[config.mk]
export PLATFORM = sky130hd
export DESIGN_NAME = sgz_regs
export DESIGN_NICKNAME = d
export VERILOG_FILES = /design/src/hw/sgz_zero_run.v /design/src/hw/sgz_regs.v
export VERILOG_INCLUDE_DIRS = /design/src /design/src/hw
export SDC_FILE = /design/constraint.sdc
export NUM_CORES = 1
export LEC_CHECK = 0
export BUFFER_PORTS_ARGS = -buffer_cell sky130_fd_sc_hd__buf_2
export CAP_MARGIN = 20
export CORE_UTILIZATION = 50
export CTS_BUF_LIST = sky130_fd_sc_hd__clkbuf_4 sky130_fd_sc_hd__clkbuf_8 sky130_fd_sc_hd__clkbuf_16
export DETAILED_ROUTE_END_ITERATION = 12
export GPL_ROUTABILITY_DRIVEN = 0
export PLACE_DENSITY = 0.83
export SYNTH_ARGS = -nofsm -noshare
export SYNTH_HDL_FRONTEND = slang
export SYNTH_SLANG_ARGS = --single-unit
[constraint.sdc]
create_clock -name clk -period 2.3 [get_ports clk]
set_input_delay 0.69 -clock clk [delete_from_list [all_inputs] [get_ports clk]]
set_output_delay 0.69 -clock clk [all_outputs]
set_load 0.01 [all_outputs]
[src/hw/sgz_consts.vh]
`ifndef SGZ_CONSTS_VH
`define SGZ_CONSTS_VH

// Register indexes on the control port
`define SGZ_ADDR_W             7
`define SGZ_ADDR_GAP_HIGH      7'h0F
`define SGZ_ADDR_GAP_LOW       7'h10
`define SGZ_ADDR_COPY_CTRL     7'h11
`define SGZ_ADDR_RATIO_HIGH    7'h12
`define SGZ_ADDR_RATIO_LOW     7'h13
`define SGZ_ADDR_WORD_C_HIGH   7'h14
`define SGZ_ADDR_WORD_C_LOW    7'h15
`define SGZ_ADDR_WORD_D_HIGH   7'h16
`define SGZ_ADDR_WORD_D_LOW    7'h17

// Reset values
`define SGZ_RST_GAP_HIGH       8'h00
`define SGZ_RST_GAP_LOW        8'h09
`define SGZ_RST_COPY_CTRL      8'h00
`define SGZ_RD_UNMAPPED        8'h00

// Copy control field positions
`define SGZ_CTRL_ADJUST_BIT    6
`define SGZ_CTRL_USER_BIT      5
`define SGZ_CTRL_STATUS_BIT    4
`define SGZ_CTRL_LIMIT_HI      3
`define SGZ_CTRL_LIMIT_LO      0
`define SGZ_CTRL_WR_MASK       8'h7F

// Unit gap limit ceiling
`define SGZ_LIMIT_MAX          4'h8

// Ratio field widths
`define SGZ_RATIO_W            15
`define SGZ_RATIO_HI_MSB       14
`define SGZ_RATIO_HI_LSB       8
`define SGZ_WORD_W             16

`endif

[src/hw/sgz_zero_run.v]
`timescale 1ns/10ps
// Counts out a run of stuffed zeros, one per transmit slot
module sgz_zero_run #(
  parameter CNT_W = 16
) (
  input  wire             clk,
  input  wire             reset,
  input  wire             load,
  input  wire [CNT_W-1:0] load_count,
  input  wire             slot,
  output wire             busy
);
  reg [CNT_W-1:0] left_r;
  reg [CNT_W-1:0] left_nxt;

  assign busy = (left_r != {CNT_W{1'b0}});

  always @* begin
    left_nxt = left_r;
    // A new run restarts the count; an old tail is not added on
    if (load) begin
      left_nxt = load_count;
    end else if (slot && busy) begin
      left_nxt = left_r - {{(CNT_W-1){1'b0}}, 1'b1};
    end
  end

  always @(posedge clk) begin
    if (reset) begin
      left_r <= {CNT_W{1'b0}};
    end else begin
      left_r <= left_nxt;
    end
  end
endmodule // sgz_zero_run

[src/hw/sgz_regs.v]
`timescale 1ns/10ps
`include "sgz_consts.vh"

module sgz_regs #(
  parameter GAP_W   = 16,
  parameter LIMIT_W = 4
) (
  input  wire                      clk,
  input  wire                      reset,
  input  wire [`SGZ_ADDR_W-1:0]    reg_addr,
  input  wire                      reg_wr_en,
  input  wire [7:0]                reg_wr_data,
  input  wire                      reg_rd_en,
  output wire [7:0]                reg_rd_data,
  input  wire                      rx_user_bit,
  input  wire                      rx_user_valid,
  output wire                      rx_user_ready,
  input  wire                      rx_status_bit,
  input  wire                      rx_status_valid,
  input  wire                      tx_slot,
  input  wire                      message_end,
  input  wire                      unit_end,
  output wire                      tx_user_bit,
  output wire                      tx_user_valid,
  output wire                      tx_status_bit,
  output wire                      tx_status_valid,
  output wire [GAP_W-1:0]          message_gap_count,
  input  wire [`SGZ_RATIO_W-1:0]   converter_rate_ratio,
  input  wire                      burst_detected,
  input  wire                      subframe_nonaudio,
  input  wire [`SGZ_WORD_W-1:0]    rx_word_c_a,
  input  wire [`SGZ_WORD_W-1:0]    rx_word_c_b,
  input  wire [`SGZ_WORD_W-1:0]    rx_word_d
);
  reg  [7:0]               gap_count_upper_r;
  reg  [7:0]               gap_count_lower_r;
  reg  [7:0]               copy_ctrl_r;
  reg  [`SGZ_RATIO_W-1:0]  ratio_r;
  reg  [`SGZ_WORD_W-1:0]   word_c_r;
  reg  [`SGZ_WORD_W-1:0]   word_d_r;
  reg  [`SGZ_WORD_W-1:0]   word_c_nxt;
  reg  [`SGZ_WORD_W-1:0]   word_d_nxt;
  reg  [7:0]               rd_data_r;
  reg  [7:0]               rd_data_nxt;
  reg                      tx_user_bit_r;
  reg                      tx_user_valid_r;
  reg                      tx_status_bit_r;
  reg                      tx_status_valid_r;
  reg  [LIMIT_W-1:0]       unit_zeros;
  wire                     unit_gap_adjust_enable;
  wire                     user_bit_copy_enable;
  wire                     status_bit_copy_enable;
  wire [LIMIT_W-1:0]       unit_gap_zero_limit;
  wire                     msg_busy;
  wire                     unit_busy;
  wire                     stuffing;

  assign unit_gap_adjust_enable = copy_ctrl_r[`SGZ_CTRL_ADJUST_BIT];
  assign user_bit_copy_enable   = copy_ctrl_r[`SGZ_CTRL_USER_BIT];
  assign status_bit_copy_enable = copy_ctrl_r[`SGZ_CTRL_STATUS_BIT];
  assign unit_gap_zero_limit    = copy_ctrl_r[`SGZ_CTRL_LIMIT_HI:`SGZ_CTRL_LIMIT_LO];
  assign message_gap_count      = {gap_count_upper_r, gap_count_lower_r};
  assign stuffing               = msg_busy | unit_busy;
  // Receiver is held off while zeros go out, so no user bit is lost
  assign rx_user_ready          = ~stuffing;
  assign reg_rd_data            = rd_data_r;
  assign tx_user_bit            = tx_user_bit_r;
  assign tx_user_valid          = tx_user_valid_r;
  assign tx_status_bit          = tx_status_bit_r;
  assign tx_status_valid        = tx_status_valid_r;

  // Codes above eight are clamped; the host should not use them
  always @* begin
    if (!unit_gap_adjust_enable) begin
      unit_zeros = {LIMIT_W{1'b0}};
    end else if (unit_gap_zero_limit > `SGZ_LIMIT_MAX) begin
      unit_zeros = `SGZ_LIMIT_MAX;
    end else begin
      unit_zeros = unit_gap_zero_limit;
    end
  end

  sgz_zero_run #(
    .CNT_W      (GAP_W)
  ) u_msg_gap (
    .clk        (clk),
    .reset      (reset),
    .load       (message_end),
    .load_count (message_gap_count),
    .slot       (tx_slot),
    .busy       (msg_busy)
  );

  sgz_zero_run #(
    .CNT_W      (LIMIT_W)
  ) u_unit_gap (
    .clk        (clk),
    .reset      (reset),
    .load       (unit_end & user_bit_copy_enable),
    .load_count (unit_zeros),
    .slot       (tx_slot),
    .busy       (unit_busy)
  );

  // Host register writes
  always @(posedge clk) begin
    if (reset) begin
      gap_count_upper_r <= `SGZ_RST_GAP_HIGH;
      gap_count_lower_r <= `SGZ_RST_GAP_LOW;
      copy_ctrl_r       <= `SGZ_RST_COPY_CTRL;
    end else if (reg_wr_en) begin
      case (reg_addr)
        `SGZ_ADDR_GAP_HIGH: begin
          gap_count_upper_r <= reg_wr_data;
        end
        `SGZ_ADDR_GAP_LOW: begin
          gap_count_lower_r <= reg_wr_data;
        end
        `SGZ_ADDR_COPY_CTRL: begin
          copy_ctrl_r <= reg_wr_data & `SGZ_CTRL_WR_MASK;
        end
        // Read-only and unmapped indexes ignore writes
        default: begin
          copy_ctrl_r <= copy_ctrl_r;
        end
      endcase
    end
  end

  // Burst words follow the receiver; zero when no burst is seen
  always @* begin
    word_c_nxt = {`SGZ_WORD_W{1'b0}};
    word_d_nxt = {`SGZ_WORD_W{1'b0}};
    if (burst_detected) begin
      word_c_nxt = rx_word_c_a;
      word_d_nxt = subframe_nonaudio ? rx_word_c_b : rx_word_d;
    end
  end

  always @(posedge clk) begin
    if (reset) begin
      ratio_r  <= {`SGZ_RATIO_W{1'b0}};
      word_c_r <= {`SGZ_WORD_W{1'b0}};
      word_d_r <= {`SGZ_WORD_W{1'b0}};
    end else begin
      ratio_r  <= converter_rate_ratio;
      word_c_r <= word_c_nxt;
      word_d_r <= word_d_nxt;
    end
  end

  // Read mux, registered so data stays stable for the port
  always @* begin
    case (reg_addr)
      `SGZ_ADDR_GAP_HIGH:   rd_data_nxt = gap_count_upper_r;
      `SGZ_ADDR_GAP_LOW:    rd_data_nxt = gap_count_lower_r;
      `SGZ_ADDR_COPY_CTRL:  rd_data_nxt = copy_ctrl_r;
      `SGZ_ADDR_RATIO_HIGH: rd_data_nxt = {1'b0,
                              ratio_r[`SGZ_RATIO_HI_MSB:`SGZ_RATIO_HI_LSB]};
      `SGZ_ADDR_RATIO_LOW:  rd_data_nxt = ratio_r[7:0];
      `SGZ_ADDR_WORD_C_HIGH: rd_data_nxt = word_c_r[15:8];
      `SGZ_ADDR_WORD_C_LOW: rd_data_nxt = word_c_r[7:0];
      `SGZ_ADDR_WORD_D_HIGH: rd_data_nxt = word_d_r[15:8];
      `SGZ_ADDR_WORD_D_LOW: rd_data_nxt = word_d_r[7:0];
      default:              rd_data_nxt = `SGZ_RD_UNMAPPED;
    endcase
  end

  always @(posedge clk) begin
    if (reset) begin
      rd_data_r <= `SGZ_RD_UNMAPPED;
    end else if (reg_rd_en) begin
      rd_data_r <= rd_data_nxt;
    end
  end

  // User bit path: stuffed zeros take priority over copied bits
  always @(posedge clk) begin
    if (reset) begin
      tx_user_bit_r   <= 1'b0;
      tx_user_valid_r <= 1'b0;
    end else if (tx_slot && stuffing) begin
      tx_user_bit_r   <= 1'b0;
      tx_user_valid_r <= 1'b1;
    end else if (rx_user_valid && user_bit_copy_enable) begin
      tx_user_bit_r   <= rx_user_bit;
      tx_user_valid_r <= 1'b1;
    end else begin
      tx_user_valid_r <= 1'b0;
    end
  end

  always @(posedge clk) begin
    if (reset) begin
      tx_status_bit_r   <= 1'b0;
      tx_status_valid_r <= 1'b0;
    end else begin
      tx_status_valid_r <= rx_status_valid & status_bit_copy_enable;
      if (rx_status_valid && status_bit_copy_enable) begin
        tx_status_bit_r <= rx_status_bit;
      end
    end
  end
endmodule // sgz_regs

== Word-level counts from Yosys, hierarchy flattened ==
Index checks and enable logic that the tools add are counted.
Storage, ports and cells
  output and inout port bits: 29
  word-level logic and storage cells: 54
  register bits after elaboration: 102
  input bits: 91
Operators by class
  add/sub/neg operators: 2
  bitwise operators: 5
  reduce and logical (&&, ||, !) cells: 14
  eq/ne operators: 9
  mux-type cells: 10
  $lt $le $gt $ge: 1
Operator list (number)
  $pmux W8 S9: 1
  $eq A7 B5 Y1 const B: 8
  $mux W16: 3
  $mux W4: 4
  $reduce_bool A16 Y1: 1
  $sub A16 B1 Y16 const B: 1
  $eq A7 B4 Y1 const B: 1
  $reduce_and A2 Y1: 3
  $logic_and A1 B1 Y1: 5
  $gt A4 B4 Y1 const B: 1
  $reduce_bool A2 Y1: 2
  $reduce_bool A4 Y1: 1
  $reduce_or A2 Y1: 2
  $sub A4 B1 Y4 const B: 1
  $and A1 B1 Y1: 2
  $mux W1: 2
  $not A1 Y1: 2
  $or A1 B1 Y1: 1

== Depth between registers and ports, before layout ==
  word-level depth: 4
  mapped depth: 7
  gate-level depth less buffers: 6

== Hierarchy ==
From an unflattened synthesis, not the netlist that was laid out.
Unflattened totals
  cells, all modules: 506
  area total of the unflattened synthesis: 4764.6 um2
By module, submodules not included
  sgz_regs: sequential area each 1641.6 um2, area each 3423.3 um2, times used 1, cells each 351
  sgz_zero_run (u_msg_gap): sequential area each 320.3 um2, area each 1084.8 um2, times used 1, cells each 126
  sgz_zero_run (u_unit_gap): sequential area each 80.1 um2, area each 256.5 um2, times used 1, cells each 29

== Least setup slack after synthesis ==
OpenSTA, ideal clock, no wires.
  path kind: input to register
  start: in reg_addr[1]
  end: reg rd_data_r[2] (netlist: reg_rd_data[2])
  arrival time: 2041 ps
  required time: 2214 ps
  path slack: 174 ps
  stages: 6
  path buffers: 2
  library setup time: 86 ps
  cells stage by stage: buf_2 -> clkbuf_1 -> nand2_1 -> mux4_2 -> or2_2 -> a211oi_1
Between the ends
  longest elaborated chain between the ends: 2
RTL lines
  from (decl): line sgz_regs.v:10  | input wire [`SGZ_ADDR_W-1:0] reg_addr,
  $eq A7 B5 Y1 or $eq A7 B4 Y1 (tied branches): line sgz_regs.v:154  | case (reg_addr)
  $pmux W8 S9 *: line sgz_regs.v:154
  to (signal assigned): line sgz_regs.v:171  | rd_data_r <= `SGZ_RD_UNMAPPED;
  to (signal assigned): line sgz_regs.v:173  | rd_data_r <= rd_data_nxt;
  to (decl): line sgz_regs.v:43  | reg [7:0] rd_data_r;
Every way passes the cells marked *; elsewhere a longest branch is shown, timed or not.
A chain may end at the register's enable or synchronous reset.

== Worst setup path after layout ==
  start: reg u_unit_gap.left_r[1]
  end: out rx_user_ready
Between the ends
  longest elaborated chain between the ends: 3
RTL lines
  from (decl): line sgz_zero_run.v:13  | reg [CNT_W-1:0] left_r;
  from (signal assigned): line sgz_zero_run.v:30  | left_r <= {CNT_W{1'b0}};
  from (signal assigned): line sgz_zero_run.v:32  | left_r <= left_nxt;
  $reduce_bool A4 Y1: line sgz_zero_run.v:16  | assign busy = (left_r != {CNT_W{1'b0}});
  $or A1 B1 Y1: line sgz_regs.v:63  | assign stuffing = msg_busy | unit_busy;
  $not A1 Y1: line sgz_regs.v:65  | assign rx_user_ready = ~stuffing;
  to (decl): line sgz_regs.v:17  | output wire rx_user_ready,
No other way between the ends.

==> results.sh <==
export IMPL_via_count_of_the_first_global_routing_pass=4352
export IMPL_peakVddDrop_mv=0.385
export IMPL_worst_setup_hold_path_clk_slew_ps=110
export IMPL_core_area_um2=8850
export IMPL_ys_seq_area_share_pct=44.0
export IMPL_placed_cells_incl_taps=717
export IMPL_rows=34
export IMPL_flow_area_growth_from_synthesis_pct=22.6
export IMPL_comb_power_share_pct=19.4
export IMPL_tritoncts_clock_tree="yes"
export IMPL_cts_buffers=9
export IMPL_cts_root_buf="sky130_fd_sc_hd__clkbuf_8"
export IMPL_insertedDiodeCount=0
export IMPL_drt_pass1_iter_count=9
export IMPL_timing_critical_path_cells="inv_4, ha_4, or3b_4, nor2_2, buf_2"
export IMPL_most_frequent_cells_in_the_layout="sky130_fd_sc_hd__buf_2, sky130_fd_sc_hd__dfxtp_1, sky130_fd_sc_hd__nor2_1"
export IMPL_setup_violations_final=0
export IMPL_dp_hpwl_mm=9.70
export IMPL_worstPathRequired_ps=1610
export IMPL_worstMarginPinSlew_ps=842
export IMPL_critical_path_max_fanout=4
export IMPL_number_of_instances_in_the_synthesized_netlist=505
export IMPL_routed_wl_mm=13.0
export IMPL_clockBufferDepth=2
export IMPL_drc=5
export IMPL_clkSinkCount=102
export IMPL_yosys_warnings=0
export IMPL_reg2reg_depth=6
export IMPL_status="finished with violations"
export IMPL_power_leakage_nw=2.51
export IMPL_avgSynthCellArea_um2=9.20
export IMPL_fraction_of_power_consumed_by_the_clock_network_pct=29.4
export IMPL_worstReg2RegEnd="u_msg_gap.left_r[3]"
export IMPL_timing_worst_setup_path_type="reg -> out"
export IMPL_crit_path_max_incr_delay_ps=400
export IMPL_fin_cells=738
export IMPL_crit_buf_inv=2
export IMPL_yosys_register_bits=102
export IMPL_synthDistinctLibCells=60
export IMPL_placement_io_buffers=119
export IMPL_timing_final_crit_share_pct=98.4
export IMPL_internal_portion_of_total_power_w=0.00266
export IMPL_m1WireLength_mm=5.06
export IMPL_wl_met3_mm=1.08
export IMPL_wire_length_of_the_first_global_routing_pass_mm=20.8
export IMPL_initial_core_util_pct=52.5
export IMPL_antenna_violations_before_repair=0
export IMPL_drive_gt1_share_pct=31.1
export IMPL_worstSkewPairLatency_ps=380
export IMPL_initial_drc_count=419
export IMPL_vertical_extent_of_the_die_um=98.4
export IMPL_layout_nets=719
export IMPL_dieWidth_um=98.4
export IMPL_fin_ws_ps=37.8
export IMPL_period_minus_slack_ps=2260
export IMPL_crit_path_start="u_unit_gap.left_r[1]"
export IMPL_path_delay_family="simple AND/OR/NAND/NOR gates"
export IMPL_pin_count=120
export IMPL_r2r_setup_slack_ps=140
export IMPL_met2_length_mm=6.42
export IMPL_synthArstFlopShare_pct=0
export IMPL_worst_setup_path_endpoint="rx_user_ready"
export IMPL_max_slew_margin_pct=43.8
export IMPL_die_area_um2=9680
export IMPL_overflow=0
export IMPL_grtUsageTotal_pct=27.4
export IMPL_crit_path_top_delay_cell="sky130_fd_sc_hd__or3b_4"
export IMPL_r2r_start="u_msg_gap.left_r[0]"
export IMPL_post_syn_area_um2=4650
export IMPL_power_net_switching_w=0.00114
export IMPL_pre_cts_slack_ps=-49.4
export IMPL_hold_class="reg -> reg"
export IMPL_pin_count_of_the_biggest_net_entering_global_routing=36
export IMPL_max_cap_viol_count=0
export IMPL_postSynthNetCount=599
export IMPL_crit_path_start_kind="flop"
export IMPL_setup_repair_after_global_routing_missed_its_margin="true"
export IMPL_failed_checks="DRC"
export IMPL_antenna_violating_nets_post_route=0
export IMPL_power_density_nw_per_um2=666
export IMPL_topRoutingLayerUsed="met4"
export IMPL_synth_ff_type="sky130_fd_sc_hd__dfxtp_1"
export IMPL_maxSlewViolCount=0
export IMPL_drt_vias_per_instance=5.97
export IMPL_final_routed_wire_length_divided_by_cell_count_um=17.6
export IMPL_n_fill_cell=730
export IMPL_h_tree_depth=3
export IMPL_sw_frac_of_total_pct=29.9
export IMPL_detailroute_via_count=4405
export IMPL_p_seq_share_pct=51.1
export IMPL_end_kind="primary output"
export IMPL_clock_fmax_mhz=442
export IMPL_worst_ep_arrival_time_ps=1570
export IMPL_hold_viol_final=0
export IMPL_finalSetupTns_ps=0
export IMPL_clock_skew_final_ps=15.2
export IMPL_synth_enable_flop_cells=0
export IMPL_most_common_library_cell_in_the_layout_ignoring_fill_and_taps="sky130_fd_sc_hd__buf_2"
export IMPL_critical_path_depth=5
## state kept, by name, indices dropped and copies added, names as in the netlist, 7 cells and up
register,flops
word_c_r,16
gap_count_upper_r,8
copy_ctrl_r,7
reg_rd_data,8
word_d_r,16
gap_count_lower_r,8
ratio_r,15
u_msg_gap.left_r,16
## worst min-delay path by stage
stage | depth (start not counted) | slack [ps] | end | from
5_1_grt | 2 | 490 | word_c_r[3] | rx_word_c_a[3]
6_report | 2 | 470 | tx_status_bit | tx_status_bit
3_5_place_dp | 2 | 460 | tx_status_bit | tx_status_bit
4_1_cts | 2 | 470 | tx_status_bit | tx_status_bit
2_1_floorplan | 2 | 450 | u_unit_gap.left_r[0] | copy_ctrl_r[0]
3_3_place_gp | 2 | 440 | tx_status_bit | tx_status_bit
## tightest hold or removal path: stages, from the launching register on
cell                      delay (ps)
sky130_fd_sc_hd__dfxtp_1         330
sky130_fd_sc_hd__nand2_1          50
sky130_fd_sc_hd__a21oi_1          60
## cell usage after synthesis (all sizes together), types with 2 or more instances
library cell	n	share of area (%)
dfxtp	102	44
nor2	53	4.3
mux2i	45	9.7
nand2	32	2.6
a21oi	28	3.0
clkbuf	23	1.9
nor2b	18	2.4
and2	17	2.3
nand3	17	1.8
o21ai	17	1.8
inv	16	1.3
nand3b	9	1.5
nand4	9	1.2
or3	9	1.2
a311oi	8	1.5
buf	8	0.81
mux2	8	1.9
nor3	7	0.75
or4	6	1.1
a211oi	5	0.92
nor4	5	0.94
nor4b	4	0.89
o211ai	4	0.65
o31ai	4	0.65
a222oi	3	0.65
a22oi	3	0.48
and3	3	0.40
ha	3	0.81
mux4	3	1.5
o31a	3	0.57
or2	3	0.40
or4b	3	0.65
a2111oi	2	0.38
a211o	2	0.38
a221oi	2	0.38
a31oi	2	0.27
or3b	2	0.38
## layer usage
metal,GRT usage (%),up-vias
met5,0,-
met2,47.9,229
li1,-,2068
met3,7.59,45
met1,31.2,2063
met4,12.4,0
## per-stage QoR
stage          instance area (um2)  hold WS, ps  utilization (%)  power [W]
2_1_floorplan                 4650          452                -    0.00240
3_3_place_gp                  5390          442             60.9    0.00258
3_5_place_dp                  5390          456             60.9    0.00262
4_1_cts                       5630          473             63.7    0.00375
5_1_grt                       5700          485             64.4    0.00397
6_report                      5700          470             64.4    0.00379
## power by group through the flow
| stage | Clock (W) | Sequential, W | Combinational, W |
|---|---|---|---|
| finish | 0.00112 | 0.00194 | 0.000737 |
| floorplan | 0 | 0.00195 | 0.000454 |
| CTS | 0.00113 | 0.00193 | 0.000693 |
| global placement | 0 | 0.00196 | 0.000628 |
| global route | 0.00120 | 0.00195 | 0.000818 |
| detailed placement | 0 | 0.00196 | 0.000658 |
## final cells by class
type	instances	area, um2	share of cell area, %
sequential	102	2050	36.0
timing repair buffer	140	766	13.4
clock inverter	6	57.6	1.01
tap	108	135	2.37
clock buffer	10	131	2.31
multi-input combinational	356	2490	43.7
inverter	16	67.6	1.19
## cells by family (layout without fill, tap and decap cells)
kind of cell / Yosys count / after routing / synth area share [%]
adders and majority gates: 3 / 3 / 0.808
AOI/OAI and AO/OA: 93 / 93 / 14.1
muxes: 56 / 56 / 13.1
buffers and inverters: 47 / 172 / 3.96
and+or+nand+nor: 202 / 202 / 23.8
DFF: 102 / 102 / 44.0
xor gates and xnor gates: 2 / 2 / 0.377
## what timing repair did
action / in CTS / in global routing
gates resized for setup: 15 / 9
buffers inserted: 1 / 4
pin swaps: 2 / 5
hold buffers: 0 / 0
setup endpoints to repair: 1 / 1
Power figures use the tool's default switching activity.
